`config.mk`:
```
export PLATFORM = sky130hd
export DESIGN_NAME = tcu_timer
export DESIGN_NICKNAME = d
export VERILOG_FILES = /design/src/shared/tcu_pkg.sv /design/src/design/tcu_timer.sv
export SDC_FILE = /design/constraint.sdc
export NUM_CORES = 1
export LEC_CHECK = 0
export BUFFER_PORTS_ARGS = -buffer_cell sky130_fd_sc_hd__buf_2
export CAP_MARGIN = 20
export CORE_MARGIN = 1.5
export CORE_UTILIZATION = 56
export CTS_BUF_LIST = sky130_fd_sc_hd__clkbuf_16
export CTS_CLUSTER_DIAMETER = 200
export DETAILED_ROUTE_END_ITERATION = 10
export GPL_ROUTABILITY_DRIVEN = 1
export GPL_TIMING_DRIVEN = 0
export PLACE_DENSITY = 0.81
export SETUP_SLACK_MARGIN = 0.1
export SLEW_MARGIN = 20
export SYNTH_ARGS = -nofsm -noshare
export SYNTH_HDL_FRONTEND = slang
export SYNTH_SLANG_ARGS = --single-unit
```
`constraint.sdc`:
```
create_clock -name pclk -period 3.79 [get_ports pclk]
set_input_delay 0.5685 -clock pclk [delete_from_list [all_inputs] [get_ports pclk]]
set_output_delay 0.5685 -clock pclk [all_outputs]
set_load 0.02 [all_outputs]
```
`src/shared/tcu_pkg.sv`:
```
// package for the 8-bit timer/counter compare unit
package tcu_pkg;
  // register byte offsets on the apb bus
  localparam logic [11:0] TCU_OFF_CTRL_A = 12'h000;
  localparam logic [11:0] TCU_OFF_CTRL_B = 12'h004;
  localparam logic [11:0] TCU_OFF_COUNT = 12'h008;
  localparam logic [11:0] TCU_OFF_CMP_A = 12'h00c;
  localparam logic [11:0] TCU_OFF_CMP_B = 12'h010;
  localparam logic [11:0] TCU_OFF_MASK = 12'h014;
  localparam logic [11:0] TCU_OFF_FLAG = 12'h018;
  localparam logic [11:0] TCU_OFF_OUT = 12'h01c;
  // control_reg_a fields
  localparam int TCU_CA_WM0 = 0;
  localparam int TCU_CA_WM1 = 1;
  localparam int TCU_CA_COMB_LO = 4;
  localparam int TCU_CA_COMA_LO = 6;
  // control_reg_b fields
  localparam int TCU_CB_CS_LO = 0;
  localparam int TCU_CB_WM2 = 3;
  localparam int TCU_CB_FOCB = 6;
  localparam int TCU_CB_FOCA = 7;
  // flag / mask bit positions
  localparam int TCU_FL_OVF = 0;
  localparam int TCU_FL_MA = 1;
  localparam int TCU_FL_MB = 2;
  // reset values and extremes
  localparam logic [7:0] TCU_RST_BYTE = 8'h00;
  localparam logic [7:0] TCU_BOTTOM = 8'h00;
  localparam logic [7:0] TCU_MAX = 8'hff;
  // clock select codes
  localparam logic [2:0] TCU_CS_STOP = 3'h0;
  localparam logic [2:0] TCU_CS_DIRECT = 3'h1;
  localparam logic [2:0] TCU_CS_PRE8 = 3'h2;
  localparam logic [2:0] TCU_CS_PRE64 = 3'h3;
  localparam logic [2:0] TCU_CS_PRE256 = 3'h4;
  localparam logic [2:0] TCU_CS_PRE1024 = 3'h5;
  localparam logic [2:0] TCU_CS_EXT_FALL = 3'h6;
  localparam logic [2:0] TCU_CS_EXT_RISE = 3'h7;
  // wave_mode codes
  localparam logic [2:0] TCU_WM_NORMAL = 3'h0;
  localparam logic [2:0] TCU_WM_PC_FF = 3'h1;
  localparam logic [2:0] TCU_WM_CTC = 3'h2;
  localparam logic [2:0] TCU_WM_FAST_FF = 3'h3;
  localparam logic [2:0] TCU_WM_PC_A = 3'h5;
  localparam logic [2:0] TCU_WM_FAST_A = 3'h7;
  // out_action codes
  localparam logic [1:0] TCU_OA_NONE = 2'h0;
  localparam logic [1:0] TCU_OA_TOGGLE = 2'h1;
  localparam logic [1:0] TCU_OA_CLEAR = 2'h2;
  localparam logic [1:0] TCU_OA_SET = 2'h3;
endpackage

```
`src/design/tcu_timer.sv`:
```
// 8-bit timer/counter with two compare units behind an apb slave
// Overview of operation
// - counter and both compare registers are eight bits wide
// - all flags in one flag register, each masked by a mask register bit
// - tick from prescaler or external pin edges; clock select zero stops counting
// - bottom is 0x00, max is 0xff
// - top is 0xff or compare a, depending on mode
// - each tick clears, increments or decrements the counter per mode
// - counter readable and writable anytime; cpu write beats clear or count
// - three-bit wave mode: two bits in control a, one in control b
// - overflow flag set where the mode dictates and can raise an interrupt
// - equality sets the compare flag on the next tick, irq if enabled
// - flag clears on interrupt acknowledge or on software writing one
// - outputs derived from match, wave mode, out action, max and bottom
// - compare registers double buffered in pwm modes only
// - buffered value loads into working compare only at top or bottom
// - cpu reaches buffer when buffered, working register otherwise
// - force strobe in non-pwm modes acts as match without flag or clear
// - counter write blocks compare matches for the next tick cycle
// - waveform output states are kept across mode changes
// - out action changes act immediately, not buffered
// - reset clears the waveform output state registers to zero
// - in normal mode overflow is set in the tick the counter becomes zero
//
// The APB interface to the registers and the register offsets are this design's own decisions.
`timescale 1ns/10ps
`default_nettype none
module tcu_timer
  import tcu_pkg::*;
(
  input wire logic pclk,
  input wire logic presetn,
  input wire logic psel,
  input wire logic penable,
  input wire logic pwrite,
  input wire logic [11:0] paddr,
  input wire logic [31:0] pwdata,
  output logic [31:0] prdata,
  output logic pready,
  output logic pslverr,
  input wire logic [3:0] prescale_tap,
  input wire logic ext_count_pin,
  input wire logic [2:0] irq_ack,
  output logic [2:0] irq_req,
  output logic wave_out_a,
  output logic wave_out_b
);
  logic [7:0] control_reg_a;
  logic [7:0] control_reg_b;
  logic [7:0] count_value;
  logic [7:0] compare_value_a;
  logic [7:0] compare_value_b;
  logic [7:0] cmp_buf_a;
  logic [7:0] cmp_buf_b;
  logic [2:0] irq_mask_reg;
  logic [2:0] irq_flag_reg;
  logic ext_sync1_reg;
  logic ext_sync2_reg;
  logic ext_prev_reg;
  logic count_dn_reg;
  logic block_reg;
  logic [1:0] match_d_reg;
  logic [31:0] prdata_reg;
  logic pready_reg;
  logic pslverr_reg;
  logic [2:0] irq_req_reg;
  logic [1:0] wave_reg;

  logic [2:0] clock_select;
  logic [2:0] wave_mode;
  logic timer_tick;
  logic is_pwm;
  logic is_pc;
  logic [7:0] top_val;
  logic at_top;
  logic at_bottom;
  logic wr_acc;
  logic rd_acc;
  logic wr_count;
  logic addr_ok;
  logic [1:0] match_raw;
  logic [1:0] match_ev;
  logic [1:0] out_action [2];
  logic [1:0] force_strobe;
  logic [7:0] count_next;
  logic count_dn_next;

  assign clock_select = control_reg_b[TCU_CB_CS_LO +: 3];
  assign wave_mode = {control_reg_b[TCU_CB_WM2], control_reg_a[TCU_CA_WM1],
                      control_reg_a[TCU_CA_WM0]};
  assign is_pwm = (wave_mode != TCU_WM_NORMAL) && (wave_mode != TCU_WM_CTC);
  assign is_pc = (wave_mode == TCU_WM_PC_FF) || (wave_mode == TCU_WM_PC_A);
  assign out_action[0] = control_reg_a[TCU_CA_COMA_LO +: 2];
  assign out_action[1] = control_reg_a[TCU_CA_COMB_LO +: 2];
  assign force_strobe = {pwdata[TCU_CB_FOCB], pwdata[TCU_CB_FOCA]};

  // apb decode; zero wait states
  assign wr_acc = psel && penable && pwrite;
  assign rd_acc = psel && penable && !pwrite;
  assign wr_count = wr_acc && (paddr == TCU_OFF_COUNT);
  assign addr_ok = (paddr == TCU_OFF_CTRL_A) || (paddr == TCU_OFF_CTRL_B) ||
                   (paddr == TCU_OFF_COUNT) || (paddr == TCU_OFF_CMP_A) ||
                   (paddr == TCU_OFF_CMP_B) || (paddr == TCU_OFF_MASK) ||
                   (paddr == TCU_OFF_FLAG) || (paddr == TCU_OFF_OUT);

  // top and extreme values
  always_comb begin
    if ((wave_mode == TCU_WM_CTC) || (wave_mode == TCU_WM_PC_A) ||
        (wave_mode == TCU_WM_FAST_A)) begin
      top_val = compare_value_a;
    end else begin
      top_val = TCU_MAX;
    end
  end
  assign at_top = (count_value == top_val);
  assign at_bottom = (count_value == TCU_BOTTOM);

  // external pin synchroniser and edge detect
  always_ff @(posedge pclk or negedge presetn) begin
    if (!presetn) begin
      ext_sync1_reg <= 1'b0;
      ext_sync2_reg <= 1'b0;
      ext_prev_reg <= 1'b0;
    end else begin
      ext_sync1_reg <= ext_count_pin;
      ext_sync2_reg <= ext_sync1_reg;
      ext_prev_reg <= ext_sync2_reg;
    end
  end

  // clock select: one-cycle tick enable
  always_comb begin
    unique case (clock_select)
      TCU_CS_STOP: timer_tick = 1'b0;
      TCU_CS_DIRECT: timer_tick = 1'b1;
      TCU_CS_PRE8: timer_tick = prescale_tap[0];
      TCU_CS_PRE64: timer_tick = prescale_tap[1];
      TCU_CS_PRE256: timer_tick = prescale_tap[2];
      TCU_CS_PRE1024: timer_tick = prescale_tap[3];
      TCU_CS_EXT_FALL: timer_tick = ext_prev_reg && !ext_sync2_reg;
      TCU_CS_EXT_RISE: timer_tick = !ext_prev_reg && ext_sync2_reg;
    endcase
  end

  // counter next value per mode
  always_comb begin
    count_next = count_value;
    count_dn_next = count_dn_reg;
    if (wr_count) begin
      count_next = pwdata[7:0];
    end else if (timer_tick) begin
      if (is_pc) begin
        if (count_dn_reg) begin
          if (at_bottom) begin
            count_dn_next = 1'b0;
            count_next = count_value + 8'h01;
          end else begin
            count_next = count_value - 8'h01;
          end
        end else if (at_top) begin
          count_dn_next = 1'b1;
          count_next = count_value - 8'h01;
        end else begin
          count_next = count_value + 8'h01;
        end
      end else if ((wave_mode != TCU_WM_NORMAL) && at_top) begin
        count_next = TCU_BOTTOM;
      end else begin
        count_next = count_value + 8'h01;
      end
    end
  end

  always_ff @(posedge pclk or negedge presetn) begin
    if (!presetn) begin
      count_value <= TCU_RST_BYTE;
      count_dn_reg <= 1'b0;
    end else begin
      count_value <= count_next;
      count_dn_reg <= count_dn_next;
    end
  end

  // block matches for the tick cycle after a counter write
  always_ff @(posedge pclk or negedge presetn) begin
    if (!presetn) begin
      block_reg <= 1'b0;
    end else if (wr_count) begin
      block_reg <= 1'b1;
    end else if (timer_tick) begin
      block_reg <= 1'b0;
    end
  end

  assign match_raw = {count_value == compare_value_b, count_value == compare_value_a};
  // match is acted on at the tick after equality is seen
  always_ff @(posedge pclk or negedge presetn) begin
    if (!presetn) begin
      match_d_reg <= 2'b00;
    end else if (wr_count) begin
      match_d_reg <= 2'b00;
    end else if (timer_tick) begin
      match_d_reg <= block_reg ? 2'b00 : match_raw;
    end
  end
  assign match_ev = timer_tick ? match_d_reg : 2'b00;

  // control, mask and compare registers
  always_ff @(posedge pclk or negedge presetn) begin
    if (!presetn) begin
      control_reg_a <= TCU_RST_BYTE;
      control_reg_b <= TCU_RST_BYTE;
      irq_mask_reg <= 3'h0;
    end else if (wr_acc) begin
      if (paddr == TCU_OFF_CTRL_A) begin
        control_reg_a <= pwdata[7:0];
      end
      if (paddr == TCU_OFF_CTRL_B) begin
        control_reg_b <= {2'b00, pwdata[5:0]}; // strobes never stored
      end
      if (paddr == TCU_OFF_MASK) begin
        irq_mask_reg <= pwdata[2:0];
      end
    end
  end

  logic [7:0] cmp_work [2];
  logic [7:0] cmp_bufr [2];
  logic [11:0] cmp_off [2];
  assign cmp_off[0] = TCU_OFF_CMP_A;
  assign cmp_off[1] = TCU_OFF_CMP_B;
  assign compare_value_a = cmp_work[0];
  assign compare_value_b = cmp_work[1];
  assign cmp_buf_a = cmp_bufr[0];
  assign cmp_buf_b = cmp_bufr[1];

  genvar gi;
  generate
    for (gi = 0; gi < 2; gi++) begin : g_unit
      logic load_pt;
      logic wave_next;
      assign load_pt = is_pc ? (timer_tick && at_top) : (timer_tick && at_bottom);
      always_ff @(posedge pclk or negedge presetn) begin
        if (!presetn) begin
          cmp_work[gi] <= TCU_RST_BYTE;
          cmp_bufr[gi] <= TCU_RST_BYTE;
        end else begin
          if (wr_acc && (paddr == cmp_off[gi])) begin
            cmp_bufr[gi] <= pwdata[7:0];
          end
          if (!is_pwm && wr_acc && (paddr == cmp_off[gi])) begin
            cmp_work[gi] <= pwdata[7:0];
          end else if (is_pwm && load_pt) begin
            cmp_work[gi] <= cmp_bufr[gi];
          end
        end
      end
      // waveform generator
      always_comb begin
        wave_next = wave_reg[gi];
        if (!is_pwm) begin
          if (match_ev[gi] || (wr_acc && (paddr == TCU_OFF_CTRL_B) && force_strobe[gi])) begin
            unique case (out_action[gi])
              TCU_OA_NONE: wave_next = wave_reg[gi];
              TCU_OA_TOGGLE: wave_next = !wave_reg[gi];
              TCU_OA_CLEAR: wave_next = 1'b0;
              TCU_OA_SET: wave_next = 1'b1;
            endcase
          end
        end else if (out_action[gi][1] && timer_tick) begin
          if (is_pc) begin
            if (match_ev[gi]) begin
              wave_next = out_action[gi][0] ^ count_dn_reg;
            end
          end else if (match_ev[gi]) begin
            wave_next = out_action[gi][0];
          end else if (at_top) begin
            wave_next = !out_action[gi][0]; // set at bottom when clearing on match, cleared at bottom when setting on match
          end
        end
      end
      always_ff @(posedge pclk or negedge presetn) begin
        if (!presetn) begin
          wave_reg[gi] <= 1'b0;
        end else begin
          wave_reg[gi] <= wave_next;
        end
      end
    end
  endgenerate

  // flags: hardware set wins over clear
  logic [2:0] flag_set;
  logic [2:0] flag_clr;
  logic ovf_ev;
  always_comb begin
    if (is_pc) begin
      ovf_ev = timer_tick && at_bottom && count_dn_reg;
    end else if (wave_mode == TCU_WM_FAST_A) begin
      ovf_ev = timer_tick && at_top;
    end else begin
      ovf_ev = timer_tick && !wr_count && (count_next == TCU_BOTTOM) &&
               (count_value != TCU_BOTTOM);
    end
  end
  assign flag_set = {match_ev[1], match_ev[0], ovf_ev};
  assign flag_clr = irq_ack | ((wr_acc && (paddr == TCU_OFF_FLAG)) ? pwdata[2:0] : 3'h0);
  always_ff @(posedge pclk or negedge presetn) begin
    if (!presetn) begin
      irq_flag_reg <= 3'h0;
      irq_req_reg <= 3'h0;
    end else begin
      irq_flag_reg <= flag_set | (irq_flag_reg & ~flag_clr);
      irq_req_reg <= (flag_set | (irq_flag_reg & ~flag_clr)) & irq_mask_reg;
    end
  end

  // apb read mux
  always_ff @(posedge pclk or negedge presetn) begin
    if (!presetn) begin
      prdata_reg <= 32'h0000_0000;
      pready_reg <= 1'b0;
      pslverr_reg <= 1'b0;
    end else begin
      pready_reg <= psel && !penable;
      pslverr_reg <= psel && !penable && !addr_ok;
      prdata_reg <= 32'h0000_0000;
      if (psel && !penable && !pwrite) begin
        unique case (paddr)
          TCU_OFF_CTRL_A: prdata_reg <= {24'h0, control_reg_a};
          TCU_OFF_CTRL_B: prdata_reg <= {24'h0, control_reg_b};
          TCU_OFF_COUNT: prdata_reg <= {24'h0, count_value};
          TCU_OFF_CMP_A: prdata_reg <= {24'h0, is_pwm ? cmp_buf_a : compare_value_a};
          TCU_OFF_CMP_B: prdata_reg <= {24'h0, is_pwm ? cmp_buf_b : compare_value_b};
          TCU_OFF_MASK: prdata_reg <= {29'h0, irq_mask_reg};
          TCU_OFF_FLAG: prdata_reg <= {29'h0, irq_flag_reg};
          TCU_OFF_OUT: prdata_reg <= {30'h0, wave_reg};
          default: prdata_reg <= 32'h0000_0000;
        endcase
      end
    end
  end

  assign prdata = prdata_reg;
  assign pready = pready_reg;
  assign pslverr = pslverr_reg;
  assign irq_req = irq_req_reg;
  assign wave_out_a = wave_reg[0];
  assign wave_out_b = wave_reg[1];
  logic unused_rd;
  assign unused_rd = rd_acc;
endmodule
`default_nettype wire

```
==> qor.csv, run 1 <==
stage;metric;value;unit
floorplanning;Core Rows;34;
global_route;met3 usage;4.65;%
sta;Fin Hold WS;0.134;ns
logic_synthesis;Post-Syn Area;5040;µm²
layout;# fillers;698;
power;Pwr Total;2.51;mW
global_route;vias in the first global route;4354;
global_route;antenna violations before repair;0;
status;status;finished, final reports clean;
floorplanning;Initial Utilization;57.8;%
route;wire per inst;19.2;µm
route;vias;4543;
global_route;largest net degree at the start of global routing;58;
logic_synthesis;Avg Cell Area, Syn;9.29;µm²
clock_tree;Root Buffer;clkbuf_16;
floorplanning;I/O pin total;96;
clock_tree;Post-CTS Hold Buffers;0;
global_route;Tot GR Track Use;29.7;%
route;DRT iter0 DRCs;592;
clock_tree;post-CTS sizing;0;
floorplanning;DIE WIDTH;97.9;µm
placed_design;Port Buffer Count;43;
floorplanning;core box area;8720;µm²
floorplanning;floorplan die height;97.9;µm
logic_synthesis;Main synth FF type;dfrtp_1;
logic_synthesis;Post-synth EDFFs;0;
logic_synthesis;ys async rst share;100;%
layout;fin nets;680;
setup_path;Startpoint Class;flip-flop;
route;post-route antenna net violation count;0;
logic_synthesis;Syn. warnings;0;
logic_synthesis;Mapped Cells;543;
setup_path;element type at the critical path end;flip-flop;
route;DR vias/cell;6.19;
sta;fin crit share;87.3;%
global_route;GRT busiest layer;met2;
sta;Final Skew;0.00962;ns
logic_synthesis;flops & latches, synth;82;
layout;layout cells sized above 1;23.2;%
clock_tree;CTS tree;done;
sta;Final Hold Viols;0;
clock_tree;CTS buffer count;9;
placed_design;placed instance area;5510;µm²
sta;Fin Setup TNS;0;ns
power;Cell Pwr Density;432;nW/µm²
sta;RSZ-0062 raised after global routing;no;
placed_design;HPWL Detailed;10100;µm
global_route;met2 Use GR;46.8;%
layout;P&R area growth vs syn;15.1;%
clock_tree;clock latency at the later pin of the worst-skew pair;0.34;ns
global_route;first-pass GRT wire length;22300;µm
sta;Max Fclk;0.302;GHz
layout;Antenna diodes;0;
clock_tree;postcts setup bufs;0;
layout;commonest non-fill, non-tap cell in the layout;dfrtp_1;
layout;most frequent cells in the layout;dfrtp_1, nand2_1, buf_2, a21oi_1, nor2_1;
global_route;met1 usage;40.6;%
layout;Finished Cell Area;5810;µm²
run;max cap viols;0;
placed_design;Final Wtd Congestion;0.977;
power;worst vdd rail ir drop;0.000222;V
clock_tree;H-tree levels;3;
clock_tree;Max clock buf depth;2;
route;final WL;14100;µm
logic_synthesis;Seq/Total Area, Yosys;40.7;%
clock_tree;CTS Sinks;82;
setup_path;crit path DAT;3.55;ns
clock_tree;clock slew at reported path FFs;0.07;ns
sta;Slew @ Worst Pin;0.974;ns
setup_path;critical path type;flip-flop to flip-flop;
power;Static Leak;2.62;nW
sta;post-layout min period;3.31;ns
logic_synthesis;count of cell types in the netlist;74;
floorplanning;DIE AREA;9590;µm²
setup_path;CP max FO;9;
min_path;Hold Crit Class;input pin to async pin;
sta;Slew Limit Fails;0;
setup_path;Critical Path RT;4.03;ns
route;Initial DRT Pass Iterations;5;
global_route;Overflow after GRT;0;
route;DRC violations left;0;
sta;Finish-stage setup viols;0;
sta;Slew HR;34.5;%
layout;final core occ;66.6;%
[logic make-up after synthesis]
family / Yosys count / share of synthesized area [%]
simple gates: 178 / 18.1
compound gates: 136 / 18.6
flops: 82 / 40.7
buf+inv: 78 / 8.51
mux: 52 / 11.0
xor+xnor: 14 / 2.58
fa+ha+maj: 2 / 0.496
other cells: 1 / 0.0743
[per-layer routing]
layer	wire length, µm	vias up	share of wire [%]
met5	0	-	0
met4	454	0	3.2
met3	1330	42	9.5
met2	6590	249	47
met1	5690	2204	40
li1	-	2048	-
[where the power goes]
part	switching [mW]	total (mW)	internal (mW)
registers	0.0477	0.972	0.924
clock network	0.361	0.870	0.509
logic	0.410	0.665	0.254
[cell type report]
cell class	instances	area, µm²	area share [%]
Buffer	54	339	5.84
Clock buffer	9	225	3.88
Clock inverter	7	70.1	1.21
Inverter	24	90.1	1.55
Multi-Input combinational cell	406	2650	45.6
Sequential cell	82	2050	35.3
Tap cell	108	135	2.33
Timing Repair Buffer	44	245	4.22
[synth_stat cells (all sizes together) (8+ instances only)]
library cell	n	area, µm²
nand2	66	250
mux2i	24	240
nor2	34	128
buf	40	283
o21ai	34	170
a22oi	10	75.1
inv	24	90.1
clkbuf	14	56.3
nor3	13	70.1
a21oi	36	191
xor2	9	78.8
mux2	28	315
dfrtp	82	2050
nor2b	8	57.6
nand2b	11	68.8
[through the flow]
stage | cells | setup slack, ns
after detailed placement | 718 | 0.600
after global placement | 717 | 0.634
final | 734 | 0.483
after CTS | 734 | 0.577
after floorplan | 566 | 1.14
after global routing | 734 | 0.352
[critical path, stage by stage, from the launching register on]
cell and delay [ns]:
dfrtp_1 0.38, buf_2 0.19, nor2b_1 0.18, a2111oi_4 0.34
a31o_2 0.25, nor3b_2 0.50, o21ai_0 0.26, o31ai_1 0.40
mux2i_1 0.26, nand2_1 0.13, o41ai_2 0.32
[path summary, 6_finish.rpt]
kind | startpoint | to | slack [ns] | cells past startpoint
hold / removal | presetn | pready | 0.13 | 1
max in group asynchronous | presetn | count_value[1] | 3.06 | 2
min in group pclk | ext_count_pin | ext_sync1_reg | 0.34 | 1
setup / recovery | count_value[0] | irq_req[0] | 0.48 | 10
setup reg to reg | count_value[0] | irq_req[0] | 0.48 | 10
hold reg to reg | ext_sync1_reg | ext_sync2_reg | 0.35 | 0
No activity file was read; power rests on OpenSTA's default activity.
==> run 2, diff against run 1 <==
Settings changed: CELL_PAD_IN_SITES_DETAIL_PLACEMENT set to 1, CELL_PAD_IN_SITES_GLOBAL_PLACEMENT set to 2, CORE_UTILIZATION 56 to 34, PLACE_DENSITY 0.81 to unset, PLACE_DENSITY_LB_ADDON set to 0.1.
==> qor.csv, run 2 (synthesized netlist as in run 1, its figures left out) <==
stage;metric;value;unit;change
layout;P&R area growth vs syn;16.7;%;
setup_path;Critical Path Max Stage Delay;0.46;ns;-0.04 ns
sta;post-layout min period;3.26;ns;-0.0468 ns
setup_path;crit-path cells;buf_2 > nor2b_1 > a2111oi_4 > a31o_2 > nor3b_2 > o21ai_0 > o31ai_1 > mux2i_1 > nand2_1 > o41ai_2;;
setup_path;Worst setup endpoint;irq_req[0];;
clock_tree;Max clock buf depth;2;;unchanged
route;vias;4361;;-4.0%
sta;Final Skew;0.00643;ns;-0.00319 ns
placed_design;Final Wtd Congestion;0.866;;-11%
run;max cap viols;0;;unchanged
setup_path;Critical Path RT;4.04;ns;about the same
global_route;Overflow after GRT;0;;unchanged
layout;fin nets;680;;unchanged
global_route;vias in the first global route;4580;;+5.2%
clock_tree;post-CTS sizing;0;;unchanged
power;Static Leak;2.62;nW;-0.18%
layout;multi-input logic area;2650;µm²;unchanged
clock_tree;CTS Sinks;82;;unchanged
setup_path;crit path from;count_value[0];;
layout;Antenna diodes;0;;unchanged
min_path;Hold Crit Class;input pin to async pin;;
placed_design;HPWL Detailed;12600;µm;+25%
clock_tree;Post-CTS Hold Buffers;0;;unchanged
sta;RSZ-0062 raised after global routing;no;;
floorplanning;Core Rows;44;;+29%
route;DR vias/cell;5.38;;-13%
layout;layout cells sized above 1;22.8;%;-0.32 points
setup_path;element type at the critical path end;flip-flop;;
layout;commonest non-fill, non-tap cell in the layout;dfrtp_1;;
sta;Slew @ Worst Pin;1.11;ns;+0.132 ns
route;wire per inst;20.9;µm;+9.3%
floorplanning;I/O pin total;96;;unchanged
global_route;Tot GR Track Use;22.5;%;-7.2 points
global_route;first-pass GRT wire length;26700;µm;+20%
sta;Fin Setup TNS;0;ns;unchanged
layout;post-route insts no fill;810;;+10%
route;DRC violations left;0;;unchanged
setup_path;R2R depth;10;;unchanged
setup_path;Worst R2R Setup Slack;0.53;ns;+0.05 ns
floorplanning;DIE WIDTH;125;µm;+27%
global_route;antenna violations before repair;0;;unchanged
sta;Final Hold Viols;0;;unchanged
sta;Max Fclk;0.307;GHz;+1.4%
clock_tree;clock slew at reported path FFs;0.06;ns;about the same
sta;Slew HR;25.7;%;-8.9 points
clock_tree;Root Buffer;clkbuf_16;;
power;worst vdd rail ir drop;0.000191;V;-14%
layout;Reg area;2050;µm²;unchanged
power;Pwr Total;2.51;mW;+0.22%
sta;fin crit share;86.0;%;-1.2 points
setup_path;Startpoint Class;flip-flop;;
layout;# fillers;1749;;+150%
route;Initial DRT Pass Iterations;4;;-1
clock_tree;clock latency at the later pin of the worst-skew pair;0.35;ns;about the same
setup_path;crit path DAT;3.51;ns;-0.04 ns
clock_tree;postcts setup bufs;0;;unchanged
floorplanning;core box area;14500;µm²;+67%
placed_design;placed cell count;794;;+11%
sta;Finish-stage setup viols;0;;unchanged
global_route;largest net degree at the start of global routing;47;;-19%
setup_path;critical path type;flip-flop to flip-flop;;
setup_path;CP max FO;9;;unchanged
floorplanning;DIE AREA;15600;µm²;+62%
sta;Slew Limit Fails;0;;unchanged
layout;most frequent cells in the layout;dfrtp_1, nand2_1, buf_2, a21oi_1, nor2_1;;
setup_path;reg2reg end;irq_req[0];;
clock_tree;CTS tree;done;;
route;DRT iter0 DRCs;228;;-61%
clock_tree;CTS buffer count;9;;unchanged
power;Cell Pwr Density;427;nW/µm²;-1.1%
status;status;finished, final reports clean;;
floorplanning;floorplan die height;125;µm;+27%
route;post-route antenna net violation count;0;;unchanged
clock_tree;H-tree levels;3;;unchanged
route;final WL;17000;µm;+21%
placed_design;Port Buffer Count;43;;unchanged
floorplanning;Initial Utilization;34.7;%;-23 points
setup_path;Crit-path slowest cell;nor3b_2;;
setup_path;reg2reg start;count_value[0];;
## run 2: cell count changes in the layout (fill, tap and decap cells not counted), sizes merged
cell and delta:
clkinv +2, clkinvlp -1, inv -1
## run 2: area by class of cell
type	instances	area share (%)
Clock buffer	9	3.83
Inverter	24	1.53
Sequential cell	82	34.9
Multi-Input combinational cell	406	45.0
Buffer	54	5.76
Timing Repair Buffer	44	4.04
Clock inverter	7	1.04
Tap cell	184	3.91
## run 2: layer usage
layer / track usage, % / vias to the layer above / wire length [µm]
met2: 36.4 / 89 / 8030
met1: 30.9 / 2206 / 7990
li1: - / 2048 / -
met4: 5.68 / 0 / 267
met3: 4.73 / 18 / 679
met5: 0 / - / 0
## run 2: worst max-delay path: cells and delay by family, from the launching register on
| family | cells | cell delay (ns) |
|---|---|---|
| muxes | 1 | 0.23 |
| and+or+nand+nor | 3 | 0.76 |
| DFF | 1 | 0.37 |
| AOI/OAI and AO/OA | 5 | 1.59 |
| buffers and inverters | 1 | 0.20 |
## run 2: how the worst min path moves through the flow
stage	start	cells after the start	to
after floorplan	presetn	0	block_reg
after global placement	ext_sync1_reg	0	ext_sync2_reg
after detailed placement	ext_sync1_reg	0	ext_sync2_reg
after CTS	presetn	1	cmp_buf_a[1]
after global routing	presetn	1	cmp_buf_a[1]
final	presetn	1	cmp_buf_a[1]
## run 2: where the power goes
part           internal [mW]  leakage (nW)  switching [mW]
Clock                  0.502         0.139           0.366
Sequential             0.925          1.09          0.0462
Combinational          0.254          1.39           0.420
## run 2: metrics by stage
stage / area, µm² / utilization, % / setup WS, ns / hold slack [ns]
floorplan: 5130 / - / 1.14 / 0.273
global placement: 5580 / 38.4 / 0.425 / 0.337
detailed placement: 5600 / 38.5 / 0.411 / 0.341
CTS: 5890 / 40.5 / 0.581 / 0.270
global route: 5890 / 40.5 / 0.303 / 0.296
finish: 5890 / 40.5 / 0.530 / 0.240
